$ cat src/inc/oc_pwm_cfg.svh
// Constants and register map of the output compare unit
// Operation
// - Unit runs only while enable bit 15 set
// - Stop-in-idle set halts unit in idle mode
// - Wide compare uses full 32-bit values
// - Narrow compare uses low 16 bits only
// - Fault status set by hardware, read-only
// - Fault status reads zero outside mode 111
// - Timer select: one third timer, zero second
// - Modes 111/110 PWM, fault honoured only 111
// - Mode 101 starts low, continuous pulses
// - Mode 100 starts low, one pulse
// - Mode 011 match toggles the pin
// - Mode 010 starts high, match forces low
// - Mode 001 starts low, match forces high
// - Mode 000 compare inactive but clocked
// - Module-disable stops unit, control and compare writes ignored
// - Per-unit disable bits sixteen through twenty
`ifndef OC_PWM_CFG_SVH
`define OC_PWM_CFG_SVH
`define ADDR_CONTROL 4'h0
`define ADDR_PRIMARY 4'h4
`define ADDR_SECONDARY 4'h8
`define ADDR_DISABLE 4'hc
`define ADDR_STATUS 5'h10
`define ADDR_CLEAR 5'h14
`define ADDR_ENABLE 5'h18
`define BIT_ON 15
`define BIT_STOP_IDLE 13
`define BIT_WIDE 5
`define BIT_FAULT 4
`define BIT_TSEL 3
`define DISABLE_LSB 16
`define UNIT_INDEX 3'h0
`define RESP_OKAY 2'b00
`define RESP_SLVERR 2'b10
`define IRQ_MATCH 0
`define IRQ_FAULT 1
`endif

$ cat src/inc/oc_pwm_pkg.sv
// Types of the output compare unit
package oc_pwm_pkg;
    typedef enum logic [2:0] {
        MODE_OFF, MODE_RISE, MODE_FALL, MODE_TOGGLE,
        MODE_SINGLE, MODE_CONT, MODE_PWM, MODE_PWM_FAULT
    } mode_type;
    typedef struct packed {
        logic on;
        logic stopIdle;
        logic wide;
        logic timerSel;
        mode_type mode;
    } ctrl_type;
    typedef struct packed {
        logic [31:0] timer2;
        logic [31:0] timer3;
        logic idle;
        logic fault;
    } count_in_type;
endpackage

$ cat src/rtl/output_compare_pwm_unit.sv
// Output compare unit with AXI4-Lite registers and interrupt
`timescale 1ns/100ps
`include "oc_pwm_cfg.svh"
module output_compare_pwm_unit
    import oc_pwm_pkg::*;
#(
    parameter logic [2:0] UNIT = `UNIT_INDEX
) (
    input wire logic clk,
    input wire logic rst,
    input wire count_in_type cnt,
    input wire logic [3:0] s_axi_awaddr,
    input wire logic s_axi_awvalid,
    output logic s_axi_awready,
    input wire logic [31:0] s_axi_wdata,
    input wire logic [3:0] s_axi_wstrb,
    input wire logic s_axi_wvalid,
    output logic s_axi_wready,
    output logic [1:0] s_axi_bresp,
    output logic s_axi_bvalid,
    input wire logic s_axi_bready,
    input wire logic [4:0] s_axi_araddr,
    input wire logic s_axi_arvalid,
    output logic s_axi_arready,
    output logic [31:0] s_axi_rdata,
    output logic [1:0] s_axi_rresp,
    output logic s_axi_rvalid,
    input wire logic s_axi_rready,
    input wire logic [4:0] s_axi_awaddrHi,
    output logic compareOutputPin,
    output logic irq
);
    ////////////////////////////////////////////////////////////////////////
    typedef struct packed {
        ctrl_type ctrl;
        logic [31:0] primary;
        logic [31:0] secondary;
        logic [4:0] unitOff;
        logic [1:0] status;
        logic [1:0] enable;
        logic awDone;
        logic wDone;
        logic [4:0] awAddr;
        logic [31:0] wData;
        logic [3:0] wStrb;
        logic bValid;
        logic [1:0] bResp;
        logic rValid;
        logic [31:0] rData;
        logic [1:0] rResp;
        logic pin;
        logic irq;
    } state_type;
    state_type s_q, s_d;
    logic corePin, coreFault, coreMatch, gated, run, faultSeen;
    logic [31:0] wr, rd;
    logic rdOk;
    // Module-disable halts the compare engine and forces the pin low; bus, fault capture and fault status still advance, match status does not
    assign gated = s_q.unitOff[UNIT];
    assign run = s_q.ctrl.on && !gated && !(s_q.ctrl.stopIdle && cnt.idle);
    oc_compare_core core (
        .clk(clk),
        .rst(rst),
        .ctrl(s_q.ctrl),
        .run(run),
        .cnt(cnt),
        .primary(s_q.primary),
        .secondary(s_q.secondary),
        .faultClr(1'b0),
        .pin(corePin),
        .fault(coreFault),
        .matchPulse(coreMatch)
    );
    assign faultSeen = coreFault;
    ////////////////////////////////////////////////////////////////////////
    always_comb begin
        s_d = s_q;
        wr = '0;
        rd = '0;
        rdOk = 1'b1;
        if (s_axi_awvalid && !s_q.awDone) begin
            s_d.awDone = 1'b1;
            s_d.awAddr = {s_axi_awaddrHi[4], s_axi_awaddr};
        end
        if (s_axi_wvalid && !s_q.wDone) begin
            s_d.wDone = 1'b1;
            s_d.wData = s_axi_wdata;
            s_d.wStrb = s_axi_wstrb;
        end
        for (int i = 0; i < 4; i++) begin
            wr[i*8 +: 8] = s_q.wStrb[i] ? s_q.wData[i*8 +: 8] : 8'h00;
        end
        // Sticky events; set beats a simultaneous clear
        if (s_q.awDone && s_q.wDone && !s_q.bValid) begin
            s_d.awDone = 1'b0;
            s_d.wDone = 1'b0;
            s_d.bValid = 1'b1;
            s_d.bResp = `RESP_OKAY;
            case (s_q.awAddr)
                {1'b0, `ADDR_CONTROL}: if (!gated) begin
                    if (s_q.wStrb[1]) begin
                        s_d.ctrl.on = wr[`BIT_ON];
                        s_d.ctrl.stopIdle = wr[`BIT_STOP_IDLE];
                    end
                    if (s_q.wStrb[0]) begin
                        s_d.ctrl.wide = wr[`BIT_WIDE];
                        s_d.ctrl.timerSel = wr[`BIT_TSEL];
                        s_d.ctrl.mode = mode_type'(wr[2:0]);
                    end
                end
                {1'b0, `ADDR_PRIMARY}: if (!gated) begin
                    for (int i = 0; i < 4; i++) begin
                        if (s_q.wStrb[i]) s_d.primary[i*8 +: 8] = wr[i*8 +: 8];
                    end
                end
                {1'b0, `ADDR_SECONDARY}: if (!gated) begin
                    for (int i = 0; i < 4; i++) begin
                        if (s_q.wStrb[i]) s_d.secondary[i*8 +: 8] = wr[i*8 +: 8];
                    end
                end
                {1'b0, `ADDR_DISABLE}: if (s_q.wStrb[2]) begin
                    s_d.unitOff = wr[`DISABLE_LSB +: 5];
                end
                `ADDR_CLEAR: if (s_q.wStrb[0]) s_d.status = s_q.status & ~wr[1:0];
                `ADDR_ENABLE: if (s_q.wStrb[0]) s_d.enable = wr[1:0];
                `ADDR_STATUS: s_d.bResp = `RESP_OKAY;
                default: s_d.bResp = `RESP_SLVERR;
            endcase
        end
        if (s_q.bValid && s_axi_bready) s_d.bValid = 1'b0;
        if (coreMatch) s_d.status[`IRQ_MATCH] = 1'b1;
        if (faultSeen) s_d.status[`IRQ_FAULT] = 1'b1;
        case (s_axi_araddr)
            {1'b0, `ADDR_CONTROL}: begin
                rd[`BIT_ON] = s_q.ctrl.on;
                rd[`BIT_STOP_IDLE] = s_q.ctrl.stopIdle;
                rd[`BIT_WIDE] = s_q.ctrl.wide;
                rd[`BIT_FAULT] = coreFault && s_q.ctrl.mode == MODE_PWM_FAULT;
                rd[`BIT_TSEL] = s_q.ctrl.timerSel;
                rd[2:0] = s_q.ctrl.mode;
            end
            {1'b0, `ADDR_PRIMARY}: rd = s_q.primary;
            {1'b0, `ADDR_SECONDARY}: rd = s_q.secondary;
            {1'b0, `ADDR_DISABLE}: rd[`DISABLE_LSB +: 5] = s_q.unitOff;
            `ADDR_STATUS: rd[1:0] = s_q.status;
            `ADDR_CLEAR: rd = '0;
            `ADDR_ENABLE: rd[1:0] = s_q.enable;
            default: rdOk = 1'b0;
        endcase
        if (s_axi_arvalid && !s_q.rValid) begin
            s_d.rValid = 1'b1;
            s_d.rData = rd;
            s_d.rResp = rdOk ? `RESP_OKAY : `RESP_SLVERR;
        end else if (s_q.rValid && s_axi_rready) begin
            s_d.rValid = 1'b0;
        end
        s_d.pin = gated ? 1'b0 : corePin;
        s_d.irq = |(s_d.status & s_d.enable);
    end
    always_ff @(posedge clk or posedge rst) begin
        if (rst) begin
            s_q <= '0;
        end else begin
            s_q <= s_d;
        end
    end
    assign s_axi_awready = !s_q.awDone;
    assign s_axi_wready = !s_q.wDone;
    assign s_axi_bvalid = s_q.bValid;
    assign s_axi_bresp = s_q.bResp;
    assign s_axi_arready = !s_q.rValid;
    assign s_axi_rvalid = s_q.rValid;
    assign s_axi_rdata = s_q.rData;
    assign s_axi_rresp = s_q.rResp;
    assign compareOutputPin = s_q.pin;
    assign irq = s_q.irq;
endmodule

$ cat src/rtl/oc_compare_core.sv
// Compare and pin engine of the output compare unit
`timescale 1ns/100ps
`include "oc_pwm_cfg.svh"
module oc_compare_core
    import oc_pwm_pkg::*;
(
    input wire logic clk,
    input wire logic rst,
    input wire ctrl_type ctrl,
    input wire logic run,
    input wire count_in_type cnt,
    input wire logic [31:0] primary,
    input wire logic [31:0] secondary,
    input wire logic faultClr,
    output logic pin,
    output logic fault,
    output logic matchPulse
);
    typedef struct packed {
        logic pin;
        logic fault;
        logic done;
        logic match;
        mode_type lastMode;
        logic lastOn;
    } core_type;
    core_type s_q, s_d;
    logic [31:0] count;
    logic hitP, hitS, restart;
    always_comb begin
        count = ctrl.timerSel ? cnt.timer3 : cnt.timer2;
        if (ctrl.wide) begin
            hitP = count == primary;
            hitS = count == secondary;
        end else begin
            hitP = count[15:0] == primary[15:0];
            hitS = count[15:0] == secondary[15:0];
        end
        restart = ctrl.mode != s_q.lastMode || !s_q.lastOn;
        s_d = s_q;
        s_d.match = 1'b0;
        s_d.lastMode = ctrl.mode;
        s_d.lastOn = run;
        if (ctrl.mode != MODE_PWM_FAULT) begin
            s_d.fault = 1'b0;
        end else if (cnt.fault) begin
            s_d.fault = 1'b1;
        end else if (faultClr) begin
            s_d.fault = 1'b0;
        end
        if (!ctrl.on) begin
            s_d.pin = 1'b0;
            s_d.lastOn = 1'b0;
        end else if (run) begin
            s_d.match = hitP && ctrl.mode != MODE_OFF;
            case (ctrl.mode)
                MODE_OFF: s_d.pin = 1'b0;
                MODE_RISE: s_d.pin = restart ? 1'b0 : (s_q.pin | hitP);
                MODE_FALL: s_d.pin = restart ? 1'b1 : (s_q.pin & ~hitP);
                MODE_TOGGLE: s_d.pin = restart ? 1'b0 : (s_q.pin ^ hitP);
                MODE_SINGLE: begin
                    if (restart) begin
                        s_d.pin = 1'b0;
                        s_d.done = 1'b0;
                    end else if (hitS && s_q.pin) begin
                        s_d.pin = 1'b0;
                        s_d.done = 1'b1;
                    end else if (hitP && !s_q.done) begin
                        s_d.pin = 1'b1;
                    end
                end
                MODE_CONT: begin
                    if (restart) begin
                        s_d.pin = 1'b0;
                    end else if (hitS) begin
                        s_d.pin = 1'b0;
                    end else if (hitP) begin
                        s_d.pin = 1'b1;
                    end
                end
                MODE_PWM, MODE_PWM_FAULT: begin
                    if (ctrl.mode == MODE_PWM_FAULT && (s_d.fault || cnt.fault)) begin
                        s_d.pin = 1'b0;
                    end else if (hitS) begin
                        s_d.pin = 1'b0;
                    end else if (hitP) begin
                        s_d.pin = 1'b1;
                    end
                end
                default: s_d.pin = 1'b0;
            endcase
        end
    end
    always_ff @(posedge clk or posedge rst) begin
        if (rst) begin
            s_q <= '0;
        end else begin
            s_q <= s_d;
        end
    end
    assign pin = s_q.pin;
    assign fault = s_q.fault;
    assign matchPulse = s_q.match;
endmodule

$ cat config.mk
export PLATFORM = sky130hd
export DESIGN_NAME = output_compare_pwm_unit
export DESIGN_NICKNAME = d
export VERILOG_FILES = /design/src/inc/oc_pwm_pkg.sv /design/src/rtl/output_compare_pwm_unit.sv /design/src/rtl/oc_compare_core.sv
export VERILOG_INCLUDE_DIRS = /design/src /design/src/inc
export SDC_FILE = /design/constraint.sdc
export NUM_CORES = 1
export LEC_CHECK = 0
export BUFFER_PORTS_ARGS = -buffer_cell sky130_fd_sc_hd__buf_2
export CAP_MARGIN = 20
export CORE_ASPECT_RATIO = 0.6
export CORE_UTILIZATION = 35
export CTS_CLUSTER_DIAMETER = 120
export DETAILED_ROUTE_END_ITERATION = 12
export PLACE_DENSITY_LB_ADDON = 0.08
export SYNTH_ARGS = -nofsm -noshare
export SYNTH_HDL_FRONTEND = slang
export SYNTH_SLANG_ARGS = --single-unit
export TNS_END_PERCENT = 30
$ cat constraint.sdc
create_clock -name clk -period 10 [get_ports clk]
set_input_delay 1.5 -clock clk [delete_from_list [all_inputs] [get_ports clk]]
set_output_delay 1.5 -clock clk [all_outputs]
set_load 0.01 [all_outputs]
After elaboration in Yosys (flattened, before gate mapping)
Index checks and enable logic that the tools add are counted.
{ "op_classes": {"mux": 49, "n_reduce_logical": 51, "eq_ne": 27, "bitwise_logic": 8} }
{ "op_table": {"columns": ["operator", "n"], "rows": [
  ["== test 32 bit", 2],
  ["AND reduction 4 bit", 11],
  ["== test 16 bit", 2],
  ["two-way mux 32 bit", 1],
  ["== test 5 bit (second input constant)", 6],
  ["two-way mux 1 bit", 30],
  ["case mux 11 bit (2 select lines)", 1],
  ["== test 5 x 4 -> 1 bit (second input constant)", 4],
  ["logical AND 1 bit", 15],
  ["case mux 5 bit (3 select lines)", 1],
  ["case mux 7 bit (2 select lines)", 1],
  ["OR reduction 7 bit", 2],
  ["== test 3 bit (second input constant)", 4],
  ["two-way mux 2 bit", 6],
  ["case mux 4 bit (3 select lines)", 1],
  ["== test 5 x 3 -> 1 bit (second input constant)", 2],
  ["zero test 5 bit", 2],
  ["case mux 2 bit (5 select lines)", 1],
  ["nonzero test 2 bit", 5],
  ["zero test 1 bit", 8],
  ["two-way mux 8 bit", 1],
  ["case mux 1 bit (7 select lines)", 1],
  ["== test 3 x 2 -> 1 bit (second input constant)", 2],
  ["two-way mux 6 bit", 1],
  ["other kinds (20)", 25]
]} }
{ "totals": {"reg_bits": 171} }

Depth between registers and ports, before layout
Gate-level depths: netlist of run 1.
{ "logic_depth": {"ltp_word": 10, "ltp_mapped": 14} }

By module
From an unflattened synthesis of run 1, not the netlist that was laid out.
{ "unflattened": {"hier_cells": 684, "hier_area_um2": 8344.3} }
{ "by_module_without_submodules": {"columns": ["module", "area_each_um2", "seq_area_each_um2", "instances", "cells_per_inst"], "rows": [
  ["output_compare_pwm_unit", 6805.3, 4028.9, 1, 515],
  ["oc_compare_core", 1539.0, 200.2, 1, 169]
]} }

Least setup slack after synthesis of run 1
No wires, ideal clock.
{ "synth_timing": {"path_kind": "input to register", "startpoint": "in cnt[29] (netlist name)", "endpoint": "reg core.s_q (netlist bit core.pin)", "t_required_ps": 9869, "path_slack_ps": 6478, "t_arrival_ps": 3391, "stages": 11, "n_path_buf": 0, "path_cell_list": "mux2i_1 > xnor2_1 > nor4_1 > nand4_1 > a21o_1 > ha_1 > o2111ai_1 > o21ai_0 > a21o_1 > a211oi_1 > a2111oi_1"} }
{ "synth_between": {"elab_chain_len": 9, "elab_cells_between_ends": 25, "classes_between": "eq/ne (3); mux (15); bitwise (4); reduce/logical (3)"} }
{ "synth_lines": {"columns": ["element", "line_no", "source"], "rows": [
  ["from (decl)", "output_compare_pwm_unit.sv:11", "input wire count_in_type cnt,"],
  ["two-way mux 32 bit *", "oc_compare_core.sv:31", "count = ctrl.timerSel ? cnt.timer3 : cnt.timer2;"],
  ["== test 32 bit (on tied branches)", "oc_compare_core.sv:33, oc_compare_core.sv:34", null],
  ["two-way mux 1 bit", "oc_compare_core.sv:32", "if (ctrl.wide) begin"],
  ["two-way mux 1 bit (tied with other cells)", null, null],
  ["two-way mux 1 bit (tied with other cells)", "oc_compare_core.sv:84", "end else if (hitS) begin"],
  ["two-way mux 1 bit (on tied branches)", null, null],
  ["case mux 1 bit (7 select lines)", "oc_compare_core.sv:56", "case (ctrl.mode)"],
  ["two-way mux 1 bit", "oc_compare_core.sv:54", "end else if (run) begin"],
  ["two-way mux 1 bit", "oc_compare_core.sv:51", "if (!ctrl.on) begin"],
  ["to (signal assigned)", "oc_compare_core.sv:96", "s_q <= '0;"],
  ["to (signal assigned)", "oc_compare_core.sv:98", "s_q <= s_d;"],
  ["to (decl)", "oc_compare_core.sv:27", "core_type s_q, s_d;"]
]} }
Every way passes the cells marked *; elsewhere a longest branch is shown, timed or not. The select of a mux whose other input is x is not followed.
A chain may end at the register's enable or synchronous reset.

Worst setup path in the final report of run 1
{ "layout_timing": {"startpoint": "in cnt[19] (netlist name)", "endpoint": "reg core.s_q (netlist bit core.pin)"} }
The elaborated chain is that of the path after synthesis.

==> results of run 1 <==
==> power by group through the flow <==
| stage | clock network (uW) | logic [uW] | registers [uW] |
|---|---|---|---|
| after global routing | 686 | 772 | 1200 |
| after floorplan | 0 | 604 | 1050 |
| after detailed placement | 0 | 689 | 1180 |
| after CTS | 654 | 693 | 1170 |
| after global placement | 0 | 677 | 1170 |
| final | 636 | 707 | 1160 |
==> cell usage after synthesis, types with 2 or more instances <==
master | instances | area [sq um]
sky130_fd_sc_hd__dfrtp_1 | 169 | 4230
sky130_fd_sc_hd__mux2i_1 | 22 | 220
sky130_fd_sc_hd__buf_1 | 3 | 11.3
sky130_fd_sc_hd__nor2_1 | 49 | 184
sky130_fd_sc_hd__xnor2_1 | 65 | 569
sky130_fd_sc_hd__buf_4 | 36 | 270
sky130_fd_sc_hd__o21ai_0 | 19 | 95.1
sky130_fd_sc_hd__or3_1 | 2 | 12.5
sky130_fd_sc_hd__nor3b_1 | 4 | 30.0
sky130_fd_sc_hd__nor4_1 | 18 | 113
sky130_fd_sc_hd__nand4_1 | 5 | 31.3
sky130_fd_sc_hd__xor2_1 | 2 | 17.5
sky130_fd_sc_hd__ha_1 | 2 | 25.0
sky130_fd_sc_hd__buf_6 | 2 | 22.5
sky130_fd_sc_hd__clkbuf_1 | 18 | 67.6
sky130_fd_sc_hd__nor3_1 | 2 | 10.0
sky130_fd_sc_hd__a21oi_1 | 3 | 15.0
sky130_fd_sc_hd__nor2b_1 | 10 | 62.6
sky130_fd_sc_hd__nand2b_1 | 2 | 12.5
sky130_fd_sc_hd__or4_1 | 2 | 15.0
sky130_fd_sc_hd__inv_1 | 10 | 37.5
sky130_fd_sc_hd__nand3_1 | 4 | 20.0
sky130_fd_sc_hd__a21o_1 | 4 | 30.0
sky130_fd_sc_hd__nand2_1 | 31 | 116
sky130_fd_sc_hd__a22oi_1 | 6 | 45.0
sky130_fd_sc_hd__a311oi_1 | 2 | 17.5
sky130_fd_sc_hd__mux2_2 | 122 | 1370
sky130_fd_sc_hd__a22o_1 | 7 | 61.3
sky130_fd_sc_hd__o21a_1 | 2 | 15.0
sky130_fd_sc_hd__a221oi_1 | 20 | 175
sky130_fd_sc_hd__a211oi_1 | 4 | 30.0
sky130_fd_sc_hd__mux2i_2 | 15 | 206
==> kinds of logic after synthesis <==
| family | after synthesis |
|---|---|
| and+or+nand+nor | 131 |
| DFF | 169 |
| AOI/OAI and AO/OA | 78 |
| other | 1 |
| xor gates and xnor gates | 67 |
| muxes | 160 |
| adders and majority gates | 2 |
| buffers and inverters | 71 |
==> layout by cell type, fill, tap and decap left out, types with 3 or more instances in the layout <==
| cell | count |
|---|---|
| sky130_fd_sc_hd__buf_2 | 159 |
| sky130_fd_sc_hd__inv_6 | 3 |
| sky130_fd_sc_hd__a21oi_1 | 3 |
| sky130_fd_sc_hd__o21ai_0 | 19 |
| sky130_fd_sc_hd__clkinvlp_4 | 5 |
| sky130_fd_sc_hd__buf_4 | 7 |
| sky130_fd_sc_hd__nand2_1 | 31 |
| sky130_fd_sc_hd__dfrtp_1 | 168 |
| sky130_fd_sc_hd__mux2_2 | 122 |
| sky130_fd_sc_hd__a221oi_1 | 20 |
| sky130_fd_sc_hd__nor4_1 | 18 |
| sky130_fd_sc_hd__nor2_1 | 49 |
| sky130_fd_sc_hd__mux2i_1 | 22 |
| sky130_fd_sc_hd__diode_2 | 3 |
| sky130_fd_sc_hd__mux2i_2 | 15 |
| sky130_fd_sc_hd__clkinv_4 | 3 |
| sky130_fd_sc_hd__a211oi_1 | 4 |
| sky130_fd_sc_hd__nor2b_1 | 8 |
| sky130_fd_sc_hd__a22o_1 | 7 |
| sky130_fd_sc_hd__xnor2_1 | 65 |
| sky130_fd_sc_hd__clkbuf_16 | 17 |
| sky130_fd_sc_hd__inv_1 | 9 |
| sky130_fd_sc_hd__nor3b_1 | 3 |
| sky130_fd_sc_hd__a21o_1 | 4 |
| sky130_fd_sc_hd__nand4_1 | 5 |
| sky130_fd_sc_hd__a22oi_1 | 6 |
| sky130_fd_sc_hd__nand3_1 | 4 |
==> metal layers <==
metal,track usage (%),up-vias
li1,-,2659
met3,5.10,19
met1,29.7,2936
met2,27.3,110
met5,0,-
met4,5.92,0
==> through the flow <==
step	utilization [%]	hold slack, ns	setup slack, ns	instance area [sq um]
global route	42.2	0.490	5.94	9770
finish	42.2	0.466	6.21	9780
CTS	42.0	0.469	6.00	9750
detailed placement	39.6	0.457	5.67	9180
floorplan	-	0.352	3.92	8330
global placement	39.6	0.437	5.82	9180
==> path summary, 6_finish.rpt <==
kind	from	to	slack (ns)	cells after the start
setup / recovery	cnt[19]	core.pin	6.21	12
hold / removal	core.matchPulse	s_q[85]	0.47	1
setup reg to reg	s_q[159]	core.pin	6.27	12
hold reg to reg	core.matchPulse	s_q[85]	0.47	1
max in group asynchronous	rst	s_axi_rdata[2]	7.68	3
min in group asynchronous	rst	s_q[71]	1.14	2
==> area by class of cell <==
| cell class | instances | area (sq um) | share of cell area (%) |
|---|---|---|---|
| Sequential cell | 169 | 4230 | 43.2 |
| Multi-Input combinational cell | 440 | 3670 | 37.5 |
| Timing Repair Buffer | 167 | 876 | 8.95 |
| Clock buffer | 19 | 443 | 4.53 |
| Tap cell | 315 | 394 | 4.03 |
| Clock inverter | 13 | 121 | 1.24 |
| Inverter | 10 | 42.5 | 0.435 |
| Antenna cell | 3 | 7.51 | 0.0767 |
==> impl_metrics.yaml, run 1 <==
detailed_routing:
  route.met3.wl_um: 1290
  viasPerCell: 5.04
  dr.max_layer_used: "met4"
  vias: 5724
  met1_length_um: 11900
  postRouteWirelength_um: 23000
  detailedRoute.firstPassIterationCount: 4
  route.met2.wl_um: 9560
  post_drt_wl_per_cell_um: 20.2
  ant_nets: 0
  detail_route.drc_violations: 0
  detail_route.iter0.violations: 277
floorplan:
  die_area_sq_mm: 0.0244
  chip_width_um: 201
  num_rows: 43
  floorplan.die.height_um: 121
  initial_standard_cell_utilization_of_the_core_pct: 35.9
  num_io_pins: 166
  fp.coreArea_sq_mm: 0.0232
power_and_ir_drop:
  worst_ir_drop_vdd_uv: 154
  static-leakage-power_uw: 0.00441
  p_clk_share_pct: 25.4
  p_per_area_mw_per_mm2: 256
  comb_power_share_pct: 28.3
  switching_power_uw: 849
  totalPowerFinal_uw: 2500
  internal_power_uw: 1650
  power_switching_share_pct: 34.0
  p_seq_share_pct: 46.3
yosys:
  synth-simple-area-share_pct: 7.53
  synth_sequential_area_ratio_pct: 50.8
  synthesized_instance_count: 679
  yosys-mux-area-fraction_pct: 21.9
  main_combinational_cell_family_by_area_after_synthesis: "multiplexers"
  number_of_distinct_standard_cells_referenced_by_the_synthesized_netlist: 49
  synth-edff-count: 0
  synthesized_area_divided_by_synthesized_cell_count_sq_um: 12.3
  synth.yosys.warnings: 0
  synth_seq_cells: 169
  ys_async_sr_fraction_pct: 100
  synth-compound-area-share_pct: 7.01
  synthesis.area_sq_mm: 0.00832
  synth_xor_xnor_area_share_pct: 7.05
  yosys_most_used_dff: "sky130_fd_sc_hd__dfrtp_1"
  post_synth_fa_ha_maj_area_fraction_pct: 0.301
sta:
  fin_skew_ns: 0.00930
  worstMarginPinSlew_ns: 0.844
  layout_min_cycle_time_ns: 3.79
  fin_setup_tns_ns: 0
  max_freq_mhz: 264
  hold_viol_final: 0
  final_worst_path_cycle_share_pct: 37.9
  max-slew-margin-rel_pct: 43.6
  setup_viol: 0
  timing_max_transition_violations_final: 0
  unrepaired_setup_endpoints_after_global_routing: "false"
placement:
  place_inst: 1100
  port_buffers: 159
  placed_wire_length_estimate_after_detailed_placement_um: 17000
  globalplace.congestion: 0.834
run_status:
  run_status: "completed"
setup_path:
  worst-path-buf-inv: 1
  timing_worst_setup_path_type: "input pin to flop"
  timing.critical_path.mode_cell: "sky130_fd_sc_hd__a21o_1"
  critical_path.top_delay_family: "compound AO/OA/AOI/OAI gates"
  path_cells: "buf_2 -> mux2i_1 -> xnor2_1 -> nor4_1 -> nand4_1 -> a21o_1 -> ha_1 -> o2111ai_1 -> o21ai_0 -> a21o_1 -> a211oi_1 -> a2111oi_1"
  worstSetupEndpointType: "flop"
  critPathArrivalTime_ns: 4.10
  cpMaxStageDelayCell: "sky130_fd_sc_hd__nor4_1"
  critPathMaxStageDelay_ns: 0.34
  worstPathMaxFanout: 3
  start_kind: "input pin"
  cp_data_required_time_ns: 10.31
cells_and_area:
  num-fill-cells: 2188
  layout-area-overhead-vs-synth_pct: 17.5
  registers.top_by_ff_count: "s_q"
  largest_reg_flops: 122
  design.final.nets: 930
  final_cells: 1136
  final_layout_size_suffix_gt1_share_pct: 41.8
clock_tree:
  cts_buffers: 17
  cts_root_buf: "sky130_fd_sc_hd__clkbuf_16"
  cts_tree: "yes"
  worst_setup_hold_path_clk_slew_ns: 0.06
  cts_setup_buffers: 0
  maximum_buffer_depth_of_the_clock_tree: 2
  h-tree-depth: 4
  cts_sinks: 169
  holdBufCountCts: 0
  clock_insertion_delay_worst_skew_ns: 0.44
  cts-resized-gates: 0
global_route:
  first_pass_grt_wire_length_um: 35400
  global_routing_usage_summed_across_all_routing_layers_pct: 19.7
  vias_in_the_first_global_route: 5885
  number_of_antenna_violations_at_the_first_check_in_global_routing: 2
  overflow: 0
  grt_max_degree: 63
min_path:
  class_of_the_tightest_hold_or_removal_check: "flop to flop"
run:
  timing.max_cap.violations: 0
(Power assumes the default switching activity.)
==> inputs of run 2 (changes only) <==
clock period = 3.7 ns   (was 10 ns; I/O delays follow)
==> run 2 against run 1 <==
  * Clock skew about the same
  * Clock-buffer cell count grew 1
  * Power rose to 2.7 times the previous value
  * First-iteration DRC count rose by 12%
  * Core utilization increased by 0.25 points
  * Critical path type is now flop to flop
  * Critical endpoint unchanged
  * Largest power group unchanged
  * Highest routed layer is now met5
==> impl_metrics.yaml, run 2 (same netlist as run 1, synthesis figures left out) <==
run_status:
  run_status: "completed"
cells_and_area:
  final_cells: 1136
  post-route-cell-area_sq_mm: 0.00984
  area.sequential_sq_mm: 0.00423
  design.final.nets: 935
  largest_reg_flops: 122
  layout-area-overhead-vs-synth_pct: 18.2
  final_layout_size_suffix_gt1_share_pct: 41.8
  final_common_cell: "sky130_fd_sc_hd__dfrtp_1"
  mostFrequentLayoutCells: "168 x sky130_fd_sc_hd__dfrtp_1, 159 x sky130_fd_sc_hd__buf_2, 122 x sky130_fd_sc_hd__mux2_2"
  registers.top_by_ff_count: "s_q"
  multi_input_area_sq_mm: 0.00367
  num-fill-cells: 2224
placement:
  dpl_worst_slack_ns: 0.280
  port_buffers: 159
  globalplace.congestion: 0.831
  placed_wire_length_estimate_after_detailed_placement_um: 17200
  place_area_sq_mm: 0.00926
  place_inst: 1106
power_and_ir_drop:
  worst_ir_drop_vdd_uv: 348
  static-leakage-power_uw: 0.00446
  totalPowerFinal_uw: 6870
  p_per_area_mw_per_mm2: 698
detailed_routing:
  viasPerCell: 5.05
  vias: 5739
  ant_nets: 0
  detail_route.iter0.violations: 311
  postRouteWirelength_um: 22900
  detailedRoute.firstPassIterationCount: 6
  detail_route.drc_violations: 0
  post_drt_wl_per_cell_um: 20.2
sta:
  fin_setup_tns_ns: 0
  setup_viol: 0
  unrepaired_setup_endpoints_after_global_routing: "false"
  post-route-worst-setup-slack_ns: 0.267
  hold_viol_final: 0
  fin_skew_ns: 0.00942
  layout_min_cycle_time_ns: 3.43
  worstMarginPinSlew_ns: 0.943
  max-slew-margin-rel_pct: 37.0
  max_freq_mhz: 291
  final_worst_path_cycle_share_pct: 92.8
  timing_max_transition_violations_final: 0
setup_path:
  timing.critical_path.mode_cell: "sky130_fd_sc_hd__a21o_1"
  path_cells: "buf_12 -> mux2i_2 -> xnor2_1 -> nor4_1 -> nand4_1 -> a21o_1 -> ha_1 -> o2111ai_1 -> o21ai_0 -> a21o_1 -> a211oi_1 -> a2111oi_1"
  cp_data_required_time_ns: 4.01
  timing_worst_setup_path_type: "flop to flop"
  cpMaxStageDelayCell: "sky130_fd_sc_hd__dfrtp_2"
  reg2reg_depth: 12
  worstPathMaxFanout: 18
  worst-path-buf-inv: 1
  critical_path.top_delay_family: "compound AO/OA/AOI/OAI gates"
  start_kind: "flop"
  worstSetupEndpointType: "flop"
  critPathMaxStageDelay_ns: 0.52
  path_depth: 12
  critPathArrivalTime_ns: 3.74
floorplan:
  num_rows: 43
  die_area_sq_mm: 0.0244
  floorplan.die.height_um: 121
  chip_width_um: 201
  fp.coreArea_sq_mm: 0.0232
  initial_standard_cell_utilization_of_the_core_pct: 35.9
  num_io_pins: 166
clock_tree:
  cts_buffers: 17
  cts-resized-gates: 0
  cts_tree: "yes"
  cts_root_buf: "sky130_fd_sc_hd__clkbuf_16"
  maximum_buffer_depth_of_the_clock_tree: 2
  h-tree-depth: 4
  cts_setup_buffers: 0
  cts_sinks: 169
  clock_insertion_delay_worst_skew_ns: 0.44
  worst_setup_hold_path_clk_slew_ns: 0.06
  holdBufCountCts: 0
run:
  timing.max_cap.violations: 0
global_route:
  grt_max_degree: 78
  number_of_antenna_violations_at_the_first_check_in_global_routing: 2
  overflow: 0
  first_pass_grt_wire_length_um: 35100
  vias_in_the_first_global_route: 5879
  global_routing_usage_summed_across_all_routing_layers_pct: 19.5
min_path:
  class_of_the_tightest_hold_or_removal_check: "input pin to flop"
  hold_path_depth: 2
[run 2: worst register-to-register path, cell delays in order (launching register included)]
cell                        delay (ns)
sky130_fd_sc_hd__dfrtp_2          0.52
sky130_fd_sc_hd__buf_12           0.22
sky130_fd_sc_hd__mux2i_2          0.31
sky130_fd_sc_hd__xnor2_1          0.14
sky130_fd_sc_hd__nor4_1           0.40
sky130_fd_sc_hd__nand4_1          0.28
sky130_fd_sc_hd__a21o_1           0.27
sky130_fd_sc_hd__ha_1             0.30
sky130_fd_sc_hd__o2111ai_1        0.27
sky130_fd_sc_hd__o21ai_0          0.15
sky130_fd_sc_hd__a21o_1           0.19
sky130_fd_sc_hd__a211oi_1         0.18
sky130_fd_sc_hd__a2111oi_1        0.09
[run 2: worst paths after layout]
| check | startpoint | to | slack [ns] |
|---|---|---|---|
| worst max-delay path | s_q[159] | core.pin | 0.27 |
| worst min-delay path | s_axi_bready | s_axi_bvalid | 0.29 |
| worst max register to register | s_q[159] | core.pin | 0.27 |
| worst min register to register | core.matchPulse | s_q[85] | 0.46 |
| max in group asynchronous | rst | s_q[91] | 2.50 |
| min in group asynchronous | rst | s_axi_rdata[24] | 0.32 |
[run 2: where the power goes]
group	switching (uW)	total, uW	internal, uW
Clock	731	1800	1060
Sequential	675	3130	2450
Combinational	862	1940	1080
Total	2270	6870	4600
[run 2: layer usage]
layer / routed length [um] / track usage [%]
met3: 1300 / 5.61
met4: 212 / 4.48
met2: 9450 / 26.9
met5: 10 / 0
met1: 11900 / 29.6
[run 2: area by class of cell]
type | count | area share, %
Multi-Input combinational cell | 440 | 37.3
Antenna cell | 1 | 0.0254
Sequential cell | 169 | 43.0
Timing Repair Buffer | 172 | 9.46
Clock buffer | 20 | 4.54
Clock inverter | 9 | 1.28
Inverter | 10 | 0.420
Tap cell | 315 | 4.01
[run 2: per-stage QoR]
step,hold slack [ns],utilization [%]
6_report,0.292,42.4
5_1_grt,0.274,42.4
4_1_cts,0.272,42.4
3_5_place_dp,0.448,40.0
3_3_place_gp,0.437,40.0
2_1_floorplan,0.352,-
